`src/rtl/tbi_pkg.sv`:
```
// Functional notes
// Each buffer opens with command A, then B.
// Packet bounds come only from command bits.
// Copy 16-bit tag into packet status word.
// Differing tags within one packet raise error.
// Count payload bytes; mismatch with length errors.
// Payload starts at offset inside first 8 words.
// Following buffers start anywhere, joined without gaps.
// Accept trailing pad words, drop them before sending.
// Completion request signals event after buffer loaded.
// One status word per packet into status FIFO.
// Optional level signal on waiting status words.
// Host writes no more than reported free space.
// Host overfilling the data FIFO raises error.
// Commands A and B are 32-bit, both required.
// Command B differing within a packet raises error.
// Alignment bits 25:24 select 4, 16, 32 bytes.
// Command A bit 31 requests buffer-done flag.
// Error flag stays set until software clears it.
package tbi_pkg;
   // ==========================================================
   // Register map, byte addresses on the AXI4-Lite slave
   localparam logic [7:0] TBI_ADDR_DATA   = 8'h00;
   localparam logic [7:0] TBI_ADDR_STATUS = 8'h04;
   localparam logic [7:0] TBI_ADDR_INFO   = 8'h08;
   localparam logic [7:0] TBI_ADDR_FLAGS  = 8'h0C;
   localparam logic [7:0] TBI_ADDR_CFG    = 8'h10;
   // Flag bit positions and reset values
   localparam int         TBI_FLAG_ERR     = 0;
   localparam int         TBI_FLAG_DONE    = 1;
   localparam int         TBI_FLAG_LEVEL   = 2;
   localparam int         TBI_CFG_LVL_EN   = 8;
   localparam logic [8:0] TBI_CFG_RESET    = 9'h000;
   localparam logic [1:0] TBI_RESP_OKAY    = 2'b00;
   localparam logic [1:0] TBI_RESP_SLVERR  = 2'b10;
   // End alignment codes and their size in words
   localparam logic [1:0] TBI_ALIGN_4      = 2'b00;
   localparam logic [1:0] TBI_ALIGN_16     = 2'b01;
   localparam logic [1:0] TBI_ALIGN_32     = 2'b10;
   localparam logic [9:0] TBI_WORDS_4      = 10'h001;
   localparam logic [9:0] TBI_WORDS_16     = 10'h004;
   localparam logic [9:0] TBI_WORDS_32     = 10'h008;
   localparam logic [11:0] TBI_ROUND_UP    = 12'h003;

   // ==========================================================
   // Command and status layouts
   typedef struct packed {
      logic        done_req;    // 31
      logic [4:0]  rsvd_a;      // 30:26
      logic [1:0]  end_align;   // 25:24
      logic [2:0]  rsvd_b;      // 23:21
      logic [4:0]  start_off;   // 20:16
      logic [1:0]  rsvd_c;      // 15:14
      logic        first_seg;   // 13
      logic        last_seg;    // 12
      logic        rsvd_d;      // 11
      logic [10:0] buf_size;    // 10:0
   } tbi_cmd_a_t;

   typedef struct packed {
      logic [15:0] pkt_tag;
      logic [4:0]  rsvd;
      logic [10:0] pkt_len;
   } tbi_cmd_b_t;

   typedef struct packed {
      logic [15:0] pkt_tag;
      logic        pkt_err;
      logic [3:0]  rsvd;
      logic [10:0] pkt_len;
   } tbi_status_t;

   typedef struct packed {
      logic [31:0] data;
      logic [3:0]  byte_en;
      logic        pkt_last;
   } tbi_word_t;

   // Gray order along the usual path
   typedef enum logic [1:0] {
      TBI_ST_CMD_A = 2'b00,
      TBI_ST_CMD_B = 2'b01,
      TBI_ST_DATA  = 2'b11,
      TBI_ST_PAD   = 2'b10
   } tbi_state_t;
endpackage : tbi_pkg

```
`src/rtl/tbi_buf.sv`:
```
`timescale 1ns/10ps
// ==========================================================
// Small ready/valid buffer, flip-flop storage
module tbi_buf
   import tbi_pkg::*;
#(
   parameter int WIDTH = 37,
   parameter int DEPTH = 2
)(
   // Clock and reset
   input  wire logic                       aclk,
   input  wire logic                       aresetn,
   // Fill side
   input  wire logic                       in_valid,
   output      logic                       in_ready,
   input  wire logic [WIDTH-1:0]           in_data,
   // Drain side
   output      logic                       out_valid,
   input  wire logic                       out_ready,
   output      logic [WIDTH-1:0]           out_data,
   // Occupancy
   output      logic [$clog2(DEPTH+1)-1:0] count
);
   localparam int PW = $clog2(DEPTH);
   localparam logic [$clog2(DEPTH+1)-1:0] FULL = ($clog2(DEPTH+1))'(DEPTH);

   logic [WIDTH-1:0] mem_reg [DEPTH];
   logic [PW-1:0]    wr_ptr_reg;
   logic [PW-1:0]    rd_ptr_reg;
   logic             push;
   logic             pop;

   // Honest full and empty from the count
   assign in_ready  = (count != FULL);
   assign out_valid = (count != '0);
   assign out_data  = mem_reg[rd_ptr_reg];
   assign push      = in_valid && in_ready;
   assign pop       = out_valid && out_ready;

   // Storage
   always_ff @(posedge aclk)
   begin
      if (push)
      begin
         mem_reg[wr_ptr_reg] <= in_data;
      end
   end

   // Pointers and count; wrap assumes a power-of-two depth
   always_ff @(posedge aclk)
   begin
      if (!aresetn)
      begin
         wr_ptr_reg <= '0;
         rd_ptr_reg <= '0;
         count      <= '0;
      end
      else
      begin
         if (push)
         begin
            wr_ptr_reg <= PW'(wr_ptr_reg + 1'b1);
         end
         if (pop)
         begin
            rd_ptr_reg <= PW'(rd_ptr_reg + 1'b1);
         end
         if (push && !pop)
         begin
            count <= count + 1'b1;
         end
         else if (pop && !push)
         begin
            count <= count - 1'b1;
         end
      end
   end
endmodule : tbi_buf

```
`src/rtl/tbi_intake.sv`:
```
`timescale 1ns/10ps
// ==========================================================
// Transmit command and payload intake behind AXI4-Lite
module tbi_intake
   import tbi_pkg::*;
#(
   parameter int DATA_DEPTH = 2,
   parameter int STS_DEPTH  = 4
)(
   // Clock and reset
   input  wire logic        aclk,
   input  wire logic        aresetn,
   // AXI4-Lite write address and data
   input  wire logic        s_axi_awvalid,
   output      logic        s_axi_awready,
   input  wire logic [7:0]  s_axi_awaddr,
   input  wire logic        s_axi_wvalid,
   output      logic        s_axi_wready,
   input  wire logic [31:0] s_axi_wdata,
   input  wire logic [3:0]  s_axi_wstrb,
   // AXI4-Lite write response
   output      logic        s_axi_bvalid,
   input  wire logic        s_axi_bready,
   output      logic [1:0]  s_axi_bresp,
   // AXI4-Lite read
   input  wire logic        s_axi_arvalid,
   output      logic        s_axi_arready,
   input  wire logic [7:0]  s_axi_araddr,
   output      logic        s_axi_rvalid,
   input  wire logic        s_axi_rready,
   output      logic [31:0] s_axi_rdata,
   output      logic [1:0]  s_axi_rresp,
   // Payload toward the transmitter
   output      logic        tx_out_valid,
   input  wire logic        tx_out_ready,
   output      tbi_word_t   tx_out_word,
   // Event outputs
   output      logic        buffer_done_flag,
   output      logic        transmit_error_flag,
   output      logic        status_level_irq
);
   localparam int SPW = $clog2(STS_DEPTH);
   localparam int SCW = $clog2(STS_DEPTH+1);
   localparam int DCW = $clog2(DATA_DEPTH+1);
   localparam logic [SCW-1:0] STS_FULL = SCW'(STS_DEPTH);
   localparam logic [15:0]    DATA_CAP = 16'(DATA_DEPTH);

   // ==========================================================
   // Bus slave state
   logic [7:0]  awaddr_reg;
   logic        aw_held_reg;
   logic [31:0] wdata_reg;
   logic [3:0]  wstrb_reg;
   logic        w_held_reg;
   logic        wr_fire;
   logic        rd_fire;
   logic        word_valid;
   logic        clr_err;
   logic        clr_done;

   assign s_axi_awready = !aw_held_reg;
   assign s_axi_wready  = !w_held_reg;
   assign s_axi_arready = !s_axi_rvalid;
   assign s_axi_rresp   = TBI_RESP_OKAY;
   // Write runs once address and data are both in and the response slot is free
   assign wr_fire    = aw_held_reg && w_held_reg && !s_axi_bvalid;
   assign rd_fire    = s_axi_arvalid && s_axi_arready;
   assign word_valid = wr_fire && (awaddr_reg == TBI_ADDR_DATA);
   assign clr_err    = wr_fire && (awaddr_reg == TBI_ADDR_FLAGS) && wdata_reg[TBI_FLAG_ERR];
   assign clr_done   = wr_fire && (awaddr_reg == TBI_ADDR_FLAGS) && wdata_reg[TBI_FLAG_DONE];

   // Address and data latches, taken in either order
   always_ff @(posedge aclk)
   begin
      if (!aresetn)
      begin
         aw_held_reg <= 1'b0;
         w_held_reg  <= 1'b0;
         awaddr_reg  <= '0;
         wdata_reg   <= '0;
         wstrb_reg   <= '0;
      end
      else
      begin
         if (s_axi_awvalid && s_axi_awready)
         begin
            aw_held_reg <= 1'b1;
            awaddr_reg  <= s_axi_awaddr;
         end
         else if (wr_fire)
         begin
            aw_held_reg <= 1'b0;
         end
         if (s_axi_wvalid && s_axi_wready)
         begin
            w_held_reg <= 1'b1;
            wdata_reg  <= s_axi_wdata;
            wstrb_reg  <= s_axi_wstrb;
         end
         else if (wr_fire)
         begin
            w_held_reg <= 1'b0;
         end
      end
   end

   // ==========================================================
   // Configuration register
   logic [8:0] cfg_reg;

   always_ff @(posedge aclk)
   begin
      if (!aresetn)
      begin
         cfg_reg <= TBI_CFG_RESET;
      end
      else if (wr_fire && (awaddr_reg == TBI_ADDR_CFG))
      begin
         if (wstrb_reg[0])
         begin
            cfg_reg[7:0] <= wdata_reg[7:0];
         end
         if (wstrb_reg[1])
         begin
            cfg_reg[TBI_CFG_LVL_EN] <= wdata_reg[TBI_CFG_LVL_EN];
         end
      end
   end

   // Write response; unmapped offsets and the read-only ones answer SLVERR
   always_ff @(posedge aclk)
   begin
      if (!aresetn)
      begin
         s_axi_bvalid <= 1'b0;
         s_axi_bresp  <= TBI_RESP_OKAY;
      end
      else if (wr_fire)
      begin
         s_axi_bvalid <= 1'b1;
         if ((awaddr_reg == TBI_ADDR_DATA) || (awaddr_reg == TBI_ADDR_FLAGS) || (awaddr_reg == TBI_ADDR_CFG))
         begin
            s_axi_bresp <= TBI_RESP_OKAY;
         end
         else
         begin
            s_axi_bresp <= TBI_RESP_SLVERR;
         end
      end
      else if (s_axi_bready)
      begin
         s_axi_bvalid <= 1'b0;
      end
   end

   // ==========================================================
   // Command parser
   tbi_state_t  state_reg;
   tbi_cmd_a_t  cmd_a_reg;
   tbi_cmd_b_t  pkt_b_reg;
   tbi_cmd_b_t  word_b;
   tbi_cmd_b_t  ref_b;
   logic [9:0]  widx_reg;
   logic [11:0] pkt_bytes_reg;
   logic        pkt_err_reg;
   logic [11:0] span;
   logic [9:0]  need;
   logic [9:0]  align_w;
   logic [9:0]  padded;
   logic [11:0] pos;
   logic [11:0] lim;
   logic [3:0]  be_c;
   logic [2:0]  nbytes;
   logic        data_word;
   logic        buf_end;
   logic        pkt_end;
   logic        push_out;
   logic        in_ready;
   logic        overflow;
   logic        b_mismatch;
   logic        tag_mismatch;
   logic        len_err;
   logic [11:0] bytes_total;

   assign word_b = tbi_cmd_b_t'(wdata_reg);
   assign span   = 12'({7'h00, cmd_a_reg.start_off}) + 12'({1'b0, cmd_a_reg.buf_size}) + TBI_ROUND_UP;
   assign need   = span[11:2];
   // Whole-word count padded up to the chosen end boundary
   always_comb
   begin
      case (cmd_a_reg.end_align)
         TBI_ALIGN_16: align_w = TBI_WORDS_16;
         TBI_ALIGN_32: align_w = TBI_WORDS_32;
         default:      align_w = TBI_WORDS_4;
      endcase
   end
   assign padded = (need + align_w - 1'b1) & ~(align_w - 1'b1);

   // Byte lanes inside the offset..offset+size window are payload
   always_comb
   begin
      be_c   = '0;
      nbytes = '0;
      pos    = '0;
      lim    = 12'({7'h00, cmd_a_reg.start_off}) + 12'({1'b0, cmd_a_reg.buf_size});
      for (int k = 0; k < 4; k++)
      begin
         pos = {widx_reg, 2'(k)};
         if ((pos >= 12'({7'h00, cmd_a_reg.start_off})) && (pos < lim))
         begin
            be_c[k] = 1'b1;
            nbytes  = nbytes + 1'b1;
         end
      end
   end

   assign data_word    = word_valid && (state_reg == TBI_ST_DATA);
   assign buf_end      = (word_valid && (state_reg == TBI_ST_CMD_B) && (padded == '0))
                      || (word_valid && (state_reg != TBI_ST_CMD_A) && (state_reg != TBI_ST_CMD_B)
                          && (widx_reg == padded - 1'b1));
   assign pkt_end      = buf_end && cmd_a_reg.last_seg;
   assign push_out     = data_word && (be_c != '0);
   assign overflow     = push_out && !in_ready;
   assign b_mismatch   = word_valid && (state_reg == TBI_ST_CMD_B) && !cmd_a_reg.first_seg && (word_b != pkt_b_reg);
   assign tag_mismatch = b_mismatch && (word_b.pkt_tag != pkt_b_reg.pkt_tag);
   assign ref_b        = (state_reg == TBI_ST_CMD_B) && cmd_a_reg.first_seg ? word_b : pkt_b_reg;
   assign bytes_total  = pkt_bytes_reg + (push_out ? 12'({9'h000, nbytes}) : 12'h000);
   assign len_err      = bytes_total != 12'({1'b0, ref_b.pkt_len});

   // Sequence: command A, command B, payload, padding
   always_ff @(posedge aclk)
   begin
      if (!aresetn)
      begin
         state_reg <= TBI_ST_CMD_A;
         cmd_a_reg <= '0;
         widx_reg  <= '0;
      end
      else if (word_valid)
      begin
         case (state_reg)
            TBI_ST_CMD_A:
            begin
               cmd_a_reg <= tbi_cmd_a_t'(wdata_reg);
               state_reg <= TBI_ST_CMD_B;
            end
            TBI_ST_CMD_B:
            begin
               widx_reg  <= '0;
               state_reg <= (padded == '0) ? TBI_ST_CMD_A : (need == '0) ? TBI_ST_PAD : TBI_ST_DATA;
            end
            default:
            begin
               widx_reg <= widx_reg + 1'b1;
               if (buf_end)
               begin
                  state_reg <= TBI_ST_CMD_A;
               end
               else if (widx_reg == need - 1'b1)
               begin
                  state_reg <= TBI_ST_PAD; // Trailing pad words are swallowed
               end
            end
         endcase
      end
   end

   // Per-packet reference command B, byte count and error
   always_ff @(posedge aclk)
   begin
      if (!aresetn)
      begin
         pkt_b_reg     <= '0;
         pkt_bytes_reg <= '0;
         pkt_err_reg   <= 1'b0;
      end
      else
      begin
         if (word_valid && (state_reg == TBI_ST_CMD_B) && cmd_a_reg.first_seg)
         begin
            pkt_b_reg <= word_b;
         end
         if (pkt_end)
         begin
            pkt_bytes_reg <= '0;
            pkt_err_reg   <= 1'b0;
         end
         else
         begin
            pkt_bytes_reg <= bytes_total;
            pkt_err_reg   <= pkt_err_reg | b_mismatch | overflow;
         end
      end
   end

   // ==========================================================
   // Two-entry payload buffer; a stalled receiver shows as lost free space
   tbi_word_t  buf_in;
   logic [DCW-1:0] data_count;

   // Marker rides on the last payload word; trailing pad words never reach the buffer
   assign buf_in = '{data: wdata_reg, byte_en: be_c,
                     pkt_last: cmd_a_reg.last_seg && (widx_reg == need - 1'b1)};

   tbi_buf #(
      .WIDTH ($bits(tbi_word_t)),
      .DEPTH (DATA_DEPTH)
   ) u_data_buf (
      .aclk      (aclk),
      .aresetn   (aresetn),
      .in_valid  (push_out),
      .in_ready  (in_ready),
      .in_data   (buf_in),
      .out_valid (tx_out_valid),
      .out_ready (tx_out_ready),
      .out_data  (tx_out_word),
      .count     (data_count)
   );

   // ==========================================================
   // Status FIFO, one word per packet
   tbi_status_t sts_mem_reg [STS_DEPTH];
   logic [SPW-1:0] sts_wr_reg;
   logic [SPW-1:0] sts_rd_reg;
   logic [SCW-1:0] sts_count_reg;
   logic           sts_push;
   logic           sts_pop;
   logic           sts_drop;

   assign sts_pop  = rd_fire && (s_axi_araddr == TBI_ADDR_STATUS) && (sts_count_reg != '0);
   assign sts_push = pkt_end && (sts_count_reg != STS_FULL);
   assign sts_drop = pkt_end && (sts_count_reg == STS_FULL);

   // Tag is copied untouched into the status word
   always_ff @(posedge aclk)
   begin
      if (sts_push)
      begin
         sts_mem_reg[sts_wr_reg] <= '{pkt_tag: ref_b.pkt_tag, pkt_err: pkt_err_reg | b_mismatch | overflow | len_err,
                                     rsvd: '0, pkt_len: ref_b.pkt_len};
      end
   end

   always_ff @(posedge aclk)
   begin
      if (!aresetn)
      begin
         sts_wr_reg    <= '0;
         sts_rd_reg    <= '0;
         sts_count_reg <= '0;
      end
      else
      begin
         if (sts_push)
         begin
            sts_wr_reg <= SPW'(sts_wr_reg + 1'b1);
         end
         if (sts_pop)
         begin
            sts_rd_reg <= SPW'(sts_rd_reg + 1'b1);
         end
         if (sts_push && !sts_pop)
         begin
            sts_count_reg <= sts_count_reg + 1'b1;
         end
         else if (sts_pop && !sts_push)
         begin
            sts_count_reg <= sts_count_reg - 1'b1;
         end
      end
   end

   // ==========================================================
   // Sticky flags; a new event wins over a clear in the same cycle
   always_ff @(posedge aclk)
   begin
      if (!aresetn)
      begin
         transmit_error_flag <= 1'b0;
         buffer_done_flag    <= 1'b0;
      end
      else
      begin
         transmit_error_flag <= b_mismatch | overflow | (pkt_end && len_err) | sts_drop
                             | (transmit_error_flag && !clr_err);
         buffer_done_flag    <= (buf_end && cmd_a_reg.done_req) | (buffer_done_flag && !clr_done);
      end
   end

   // Level output on waiting status words
   assign status_level_irq = cfg_reg[TBI_CFG_LVL_EN] && (cfg_reg[7:0] != '0)
                          && (8'(sts_count_reg) >= cfg_reg[7:0]);

   // Read data; the status port pops one word per read
   always_ff @(posedge aclk)
   begin
      if (!aresetn)
      begin
         s_axi_rvalid <= 1'b0;
         s_axi_rdata  <= '0;
      end
      else if (rd_fire)
      begin
         s_axi_rvalid <= 1'b1;
         if (s_axi_araddr == TBI_ADDR_STATUS)
         begin
            s_axi_rdata <= (sts_count_reg != '0) ? sts_mem_reg[sts_rd_reg] : '0;
         end
         else if (s_axi_araddr == TBI_ADDR_INFO)
         begin
            s_axi_rdata <= {8'h00, 8'(sts_count_reg), DATA_CAP - 16'(data_count)}; // Free space for the host
         end
         else if (s_axi_araddr == TBI_ADDR_FLAGS)
         begin
            s_axi_rdata <= {29'h0000_0000, status_level_irq, buffer_done_flag, transmit_error_flag};
         end
         else if (s_axi_araddr == TBI_ADDR_CFG)
         begin
            s_axi_rdata <= {23'h00_0000, cfg_reg};
         end
         else
         begin
            s_axi_rdata <= '0;
         end
      end
      else if (s_axi_rready)
      begin
         s_axi_rvalid <= 1'b0;
      end
   end
endmodule : tbi_intake

```
`config.mk`:
```
export PLATFORM = sky130hd
export DESIGN_NAME = tbi_intake
export DESIGN_NICKNAME = d
export VERILOG_FILES = /design/src/rtl/tbi_pkg.sv /design/src/rtl/tbi_buf.sv /design/src/rtl/tbi_intake.sv
export SDC_FILE = /design/constraint.sdc
export NUM_CORES = 1
export LEC_CHECK = 0
export ABC_AREA = 1
export BUFFER_PORTS_ARGS = -buffer_cell sky130_fd_sc_hd__buf_2
export CAP_MARGIN = 10
export CORE_ASPECT_RATIO = 1.1
export CORE_UTILIZATION = 26
export DETAILED_ROUTE_END_ITERATION = 10
export GPL_ROUTABILITY_DRIVEN = 1
export SLEW_MARGIN = 40
export SYNTH_ARGS = -nofsm -noshare
export SYNTH_HDL_FRONTEND = slang
export SYNTH_SLANG_ARGS = --single-unit
```
`constraint.sdc`:
```
create_clock -name aclk -period 14.8 [get_ports aclk]
set_input_delay 2.22 -clock aclk [delete_from_list [all_inputs] [get_ports aclk]]
set_output_delay 2.22 -clock aclk [all_outputs]
set_load 0.1 [all_outputs]
```
==> out/results.txt, run 1 <==
Status: complete, no violations
Placed cell area: 19300 µm²
Antenna-violating nets left: 0
Worst-margin pin slew: 0.738 ns
Crit path capture type: register
Unrepaired setup endpoints after global routing: false
Top cell by count, worst path: inv_1
Fmax achieved: 0.129 GHz
Final setup viols: 0
NumNets Final: 2143
Clock Root Buffer: clkbuf_16
Delay-heaviest family, CP: simple AND/OR/NAND/NOR gates
Finished Layout Cells: 2915
H-tree depth: 2
Largest cells by area after synthesis: edfxtp_1 32%, dfxtp_1 20%, o21ai_0 6.2%
Clock buffer depth: 3
Fin Setup TNS: 0 ns
Max reg flops: 112
Cell count after synthesis: 1899
Setup CP Type: reg2reg
Die X: 249 µm
Cell with the most instances after synthesis: nand2_1
Clock transition at path regs: 0.07 ns
DRT Pass-1 Iters: 7
Placed insts: 2842
Max VDD drop: 67.9 µV
CTS Sinks: 365
Synthesized cell area: 17500 µm²
Register area share after synthesis: 0.523
# diodes: 0
DR iter-0 viols: 856
Post-CTS Resized: 0
Global placement routability congestion: 0.825
Tcrit/Tclk final: 0.525
Crit start category: register
Worst path bufs/invs: 9
Fin area: 20500 µm²
Vias in the first global route: 12700
EDFF count, synth: 186
I/O pin count: 142
Register area: 9170 µm²
Die area: 68400 µm²
Row cnt: 99
Worst EP arrival: 8.02 ns
Total Routing Usage GR: 0.138
Yosys warnings: 0
Post-synthesis average cell area: 9.22 µm²
Most area-hungry cell type in the Yosys netlist: edfxtp_1
Starting Density: 0.263
DP HPWL: 33.4 mm
Crit-path max FO: 4
Post-CTS setup buffer count: 0
Max-Cap Viols: 0
Slew headroom: 0.503
Number of port buffers: 136
Routed WL: 47.3 mm
Slowest stage delay, CP: 0.43 ns
Post-synthesis async set-or-reset flop share: 0
Wire per inst: 16.2 µm
Yosys top cell area share: 0.319
CP required: 15.04 ns
Area taken by multi-input logic gates: 7320 µm²
Post-synth top cells: 238 x nand2_1, 217 x o21ai_0, 211 x nor2_1
Max Slew Vio Count: 0
First-pass GRT wire length: 72.7 mm
Tmin final: 7.78 ns
Core Region: 66500 µm²
DRC: 0
Layout area overhead: 17.2%
Largest net degree at the start of global routing: 65
Via count: 13200
Hold crit path type: reg2reg
Fillcell total: 6841
Distinct cells, synth: 59
Pwr dens: 116 nW/µm²
Static leakage: 7.83 nW
Die Span Y: 274 µm
Cts bufs inserted: 40
Share of cells above drive strength 1: 0.176
Global route overflow: 0
DR vias/cell: 4.53
CTS Hold Buffers Added: 0
Initial antenna violation count: 2
Number of synthesized register bits: 365
Clock insertion delay at the later pin of the skew report: 0.57 ns
CTS tree: built
Primary FF master, synth: edfxtp_1
Hold Vio Cnt, Final: 0
Slowest CP cell: nor4_1
Post-route clock skew: 0.0211 ns
==> layer usage <==
metal,vias up,share of wire,GRT usage
met3,71,0.040,0.0240
met4,0,0.023,0.0395
met2,218,0.51,0.252
li1,6696,-,-
met1,6227,0.43,0.164
met5,-,0,0
==> worst register-to-register path, delay by kind of cell (launching register included) <==
| kind | cells | cell delay (ns) |
|---|---|---|
| adder cells (fa/ha/maj) | 6 | 1.80 |
| AO/OA/AOI/OAI | 4 | 0.64 |
| buffers and inverters | 9 | 0.71 |
| XOR/XNOR | 3 | 0.73 |
| AND/OR/NAND/NOR | 18 | 3.18 |
| flip-flops | 1 | 0.38 |
==> path summary, 6_finish.rpt <==
kind | endpoint | cells past startpoint | slack [ns] | start
min reg2reg | pkt_b_reg[15]$_SDFFE_PN0P_ | 2 | 0.46 | pkt_b_reg[15]$_SDFFE_PN0P_
max reg2reg | sts_mem_reg[3][11]$_DFFE_PP_ | 40 | 7.02 | cmd_a_reg[16]$_SDFFE_PN0P_
min | pkt_b_reg[15]$_SDFFE_PN0P_ | 2 | 0.46 | pkt_b_reg[15]$_SDFFE_PN0P_
max | sts_mem_reg[3][11]$_DFFE_PP_ | 40 | 7.02 | cmd_a_reg[16]$_SDFFE_PN0P_
==> through the flow <==
stage	power (W)	hold slack, ns	utilization	setup WS [ns]
2_1_floorplan	0.00135	0.436	-	6.86
3_3_place_gp	0.00143	0.446	0.288	7.09
3_5_place_dp	0.00143	0.449	0.290	7.02
4_1_cts	0.00241	0.458	0.309	6.95
5_1_grt	0.00248	0.487	0.309	6.23
6_report	0.00238	0.457	0.309	7.02
==> kinds of logic after synthesis <==
group | synth area share
xor+xnor | 0.0341
fa+ha+maj | 0.0424
mux | 0.0238
compound gates | 0.129
other cells | 0.000214
simple gates | 0.184
buf+inv | 0.0629
flops | 0.523
==> layout make-up <==
class                   count  area share
clock buffers              54      0.0533
well taps                 858      0.0523
clock inverters            19     0.00835
inverters                 208      0.0381
multi-input cells        1254       0.356
repair buffers            157      0.0450
flip-flops and latches    365       0.447
==> power by group <==
| part | internal, W | switching [W] |
|---|---|---|
| Combinational | 0.0000859 | 0.000218 |
| Clock | 0.000558 | 0.000420 |
| Sequential | 0.00107 | 0.0000276 |
==> placed cells by master (no fill, tap or decap), types with 4 or more instances in the layout <==
master,synthesis,routed
nor4_1,10,10
ha_1,53,53
o21ai_1,1,6
a31oi_1,4,4
nand2_4,16,17
o21ai_0,217,212
clkinv_1,3,9
edfxtp_1,186,186
buf_2,1,135
nand3_1,84,84
xnor2_1,38,38
nor3_1,12,11
nand4_1,23,23
nor2_1,211,203
o211ai_1,9,9
inv_2,11,12
nand3_2,14,14
o22ai_1,29,29
mux2_2,37,37
dfxtp_1,179,178
nor2_4,13,20
nand2_1,238,237
a21oi_1,134,134
or2_2,7,7
nor2_2,7,8
a221oi_1,5,5
xor2_1,27,27
inv_1,194,192
clkbuf_1,63,11
fa_1,4,4
clkbuf_16,0,41
nand2_2,23,23
buf_4,7,16
(Power assumes the default switching activity.)
==> run 2: changes to the inputs <==
Clock period 14.8 ns to 8.14 ns, I/O delays scaled along.
==> run 2 against run 1 <==
Net effect:
- maximum frequency is 4.6% higher
- sequential share of layout area is 0.21 points lower
- power is 84% higher
- non-clock buffer count is 1 higher
- setup slack worse by 6.3 ns
- clock-buffer cell count is 4 higher
- global-route usage is 0.099 points lower
- first-iteration DRC count is 5.4% lower
==> out/results.txt, run 2 (same netlist as run 1, synthesis figures left out) <==
Sequential share of power: 0.456
Hold wc startpoint: pkt_b_reg[15]$_SDFFE_PN0P_
Antenna-violating nets left: 0
Initial antenna violation count: 0
DP HPWL: 33.6 mm
Hold Vio Cnt, Final: 0
Die Span Y: 274 µm
Hold path cells: 2
Final WS setup: 0.706 ns
Row cnt: 99
Placed cell area: 19300 µm²
Die area: 68400 µm²
Largest net degree at the start of global routing: 68
DRC: 0
Cts bufs inserted: 40
Status: complete, no violations
FF-to-FF setup slack: 0.71 ns
Clock share of power: 0.416
WHS: 0.460 ns
Fin area: 20600 µm²
Clock buffer depth: 3
CTS Sinks: 365
Starting Density: 0.263
Delay-heaviest family, CP: simple AND/OR/NAND/NOR gates
Switching part of the total: 0.278
DRT Pass-1 Iters: 5
# diodes: 0
Post-Place Worst Slack: 0.643 ns
Crit start category: register
Hold crit path type: reg2reg
First-pass GRT wire length: 72.1 mm
Vias in the first global route: 12600
Slowest stage delay, CP: 0.41 ns
Via count: 13300
Slew headroom: 0.400
CTS tree: built
Final setup viols: 0
Total Routing Usage GR: 0.137
NumNets Final: 2144
Max-Cap Viols: 0
DR vias/cell: 4.55
Commonest non-fill, non-tap cells in the layout: 237 x nand2_1, 213 x o21ai_0, 203 x nor2_1, 192 x inv_1, 186 x edfxtp_1
Post-CTS setup buffer count: 0
Top cell by count, worst path: inv_1
Tcrit/Tclk final: 0.913
Crit-path max FO: 4
Die X: 249 µm
Post-route clock skew: 0.0261 ns
Path length in cells of the critical path: 40
Global placement routability congestion: 0.829
Max Slew Vio Count: 0
CTS Hold Buffers Added: 0
Routed WL: 47.3 mm
Worst reg2reg path endpoint: sts_mem_reg[0][11]$_DFFE_PP_
Clock Root Buffer: clkbuf_16
Worst EP arrival: 7.70 ns
Hold Crit Endpoint: pkt_b_reg[15]$_SDFFE_PN0P_
Worst-margin pin slew: 0.891 ns
Global route overflow: 0
Leading cell type in the layout, fill and taps excluded: nand2_1
Clock transition at path regs: 0.07 ns
H-tree depth: 2
Tmin final: 7.43 ns
Fin Setup TNS: 0 ns
Pwr dens: 213 nW/µm²
Layout area overhead: 17.8%
Crit path capture type: register
Clock insertion delay at the later pin of the skew report: 0.57 ns
Max reg flops: 112
Post-CTS Resized: 0
CP required: 8.41 ns
Share of cells above drive strength 1: 0.180
Reg2reg start: cmd_a_reg[16]$_SDFFE_PN0P_
Worst path bufs/invs: 9
R2r worst-path depth: 40
Core Region: 66500 µm²
Static leakage: 7.89 nW
I/O pin count: 142
Max VDD drop: 136 µV
Internal: 0.00317 W
Crit path from: cmd_a_reg[16]$_SDFFE_PN0P_
Gate power share: 0.127
Fmax achieved: 0.135 GHz
Setup CP Type: reg2reg
Switching power: 0.00122 W
DR iter-0 viols: 810
Wire per inst: 16.2 µm
Number of port buffers: 136
Unrepaired setup endpoints after global routing: false
Slowest CP cell: nor4_1
run 2: how the worst max path moves through the flow:
stage                     slack (ns)                            to
final                           0.71  sts_mem_reg[0][11]$_DFFE_PP_
after global routing            0.04  sts_mem_reg[3][11]$_DFFE_PP_
after CTS                       0.59  sts_mem_reg[3][11]$_DFFE_PP_
after detailed placement        0.64  sts_mem_reg[0][11]$_DFFE_PP_
after global placement          0.66  sts_mem_reg[0][11]$_DFFE_PP_
after floorplan                 1.20              status_level_irq
run 2: per-stage QoR:
stage / instances / total power (W) / util
after floorplan: 1901 / 0.00246 / -
after global placement: 2836 / 0.00260 / 0.288
after detailed placement: 2843 / 0.00260 / 0.290
after CTS: 2917 / 0.00443 / 0.310
after global routing: 2917 / 0.00455 / 0.310
final: 2917 / 0.00439 / 0.310
run 2: tightest hold or removal path, delay by kind of cell, from the launching register on:
family,cells,cell delay [ns]
AOI/OAI and AO/OA,1,0.05
buffers and inverters,1,0.05
DFF,1,0.31
run 2: cell type report:
class | count | area, µm²
inverters | 208 | 783
repair buffers | 158 | 963
well taps | 858 | 1070
fillers | 6834 | 45900
clock buffers | 58 | 1150
clock inverters | 16 | 160
flip-flops and latches | 365 | 9170
multi-input cells | 1254 | 7330
run 2: per-layer routing:
metal | up-vias | GRT usage | part of all wire
met3 | 77 | 0.0236 | 0.042
met5 | - | 0 | 0
met1 | 6280 | 0.164 | 0.43
met4 | 0 | 0.0443 | 0.028
met2 | 225 | 0.247 | 0.50
li1 | 6696 | - | -
run 2: power by group through the flow:
stage               registers (W)  logic [W]  clock network, W
finish                    0.00200   0.000559           0.00183
global route              0.00201   0.000615           0.00193
CTS                       0.00200   0.000563           0.00186
detailed placement        0.00204   0.000561                 0
global placement          0.00204   0.000556                 0
floorplan                 0.00205   0.000412                 0
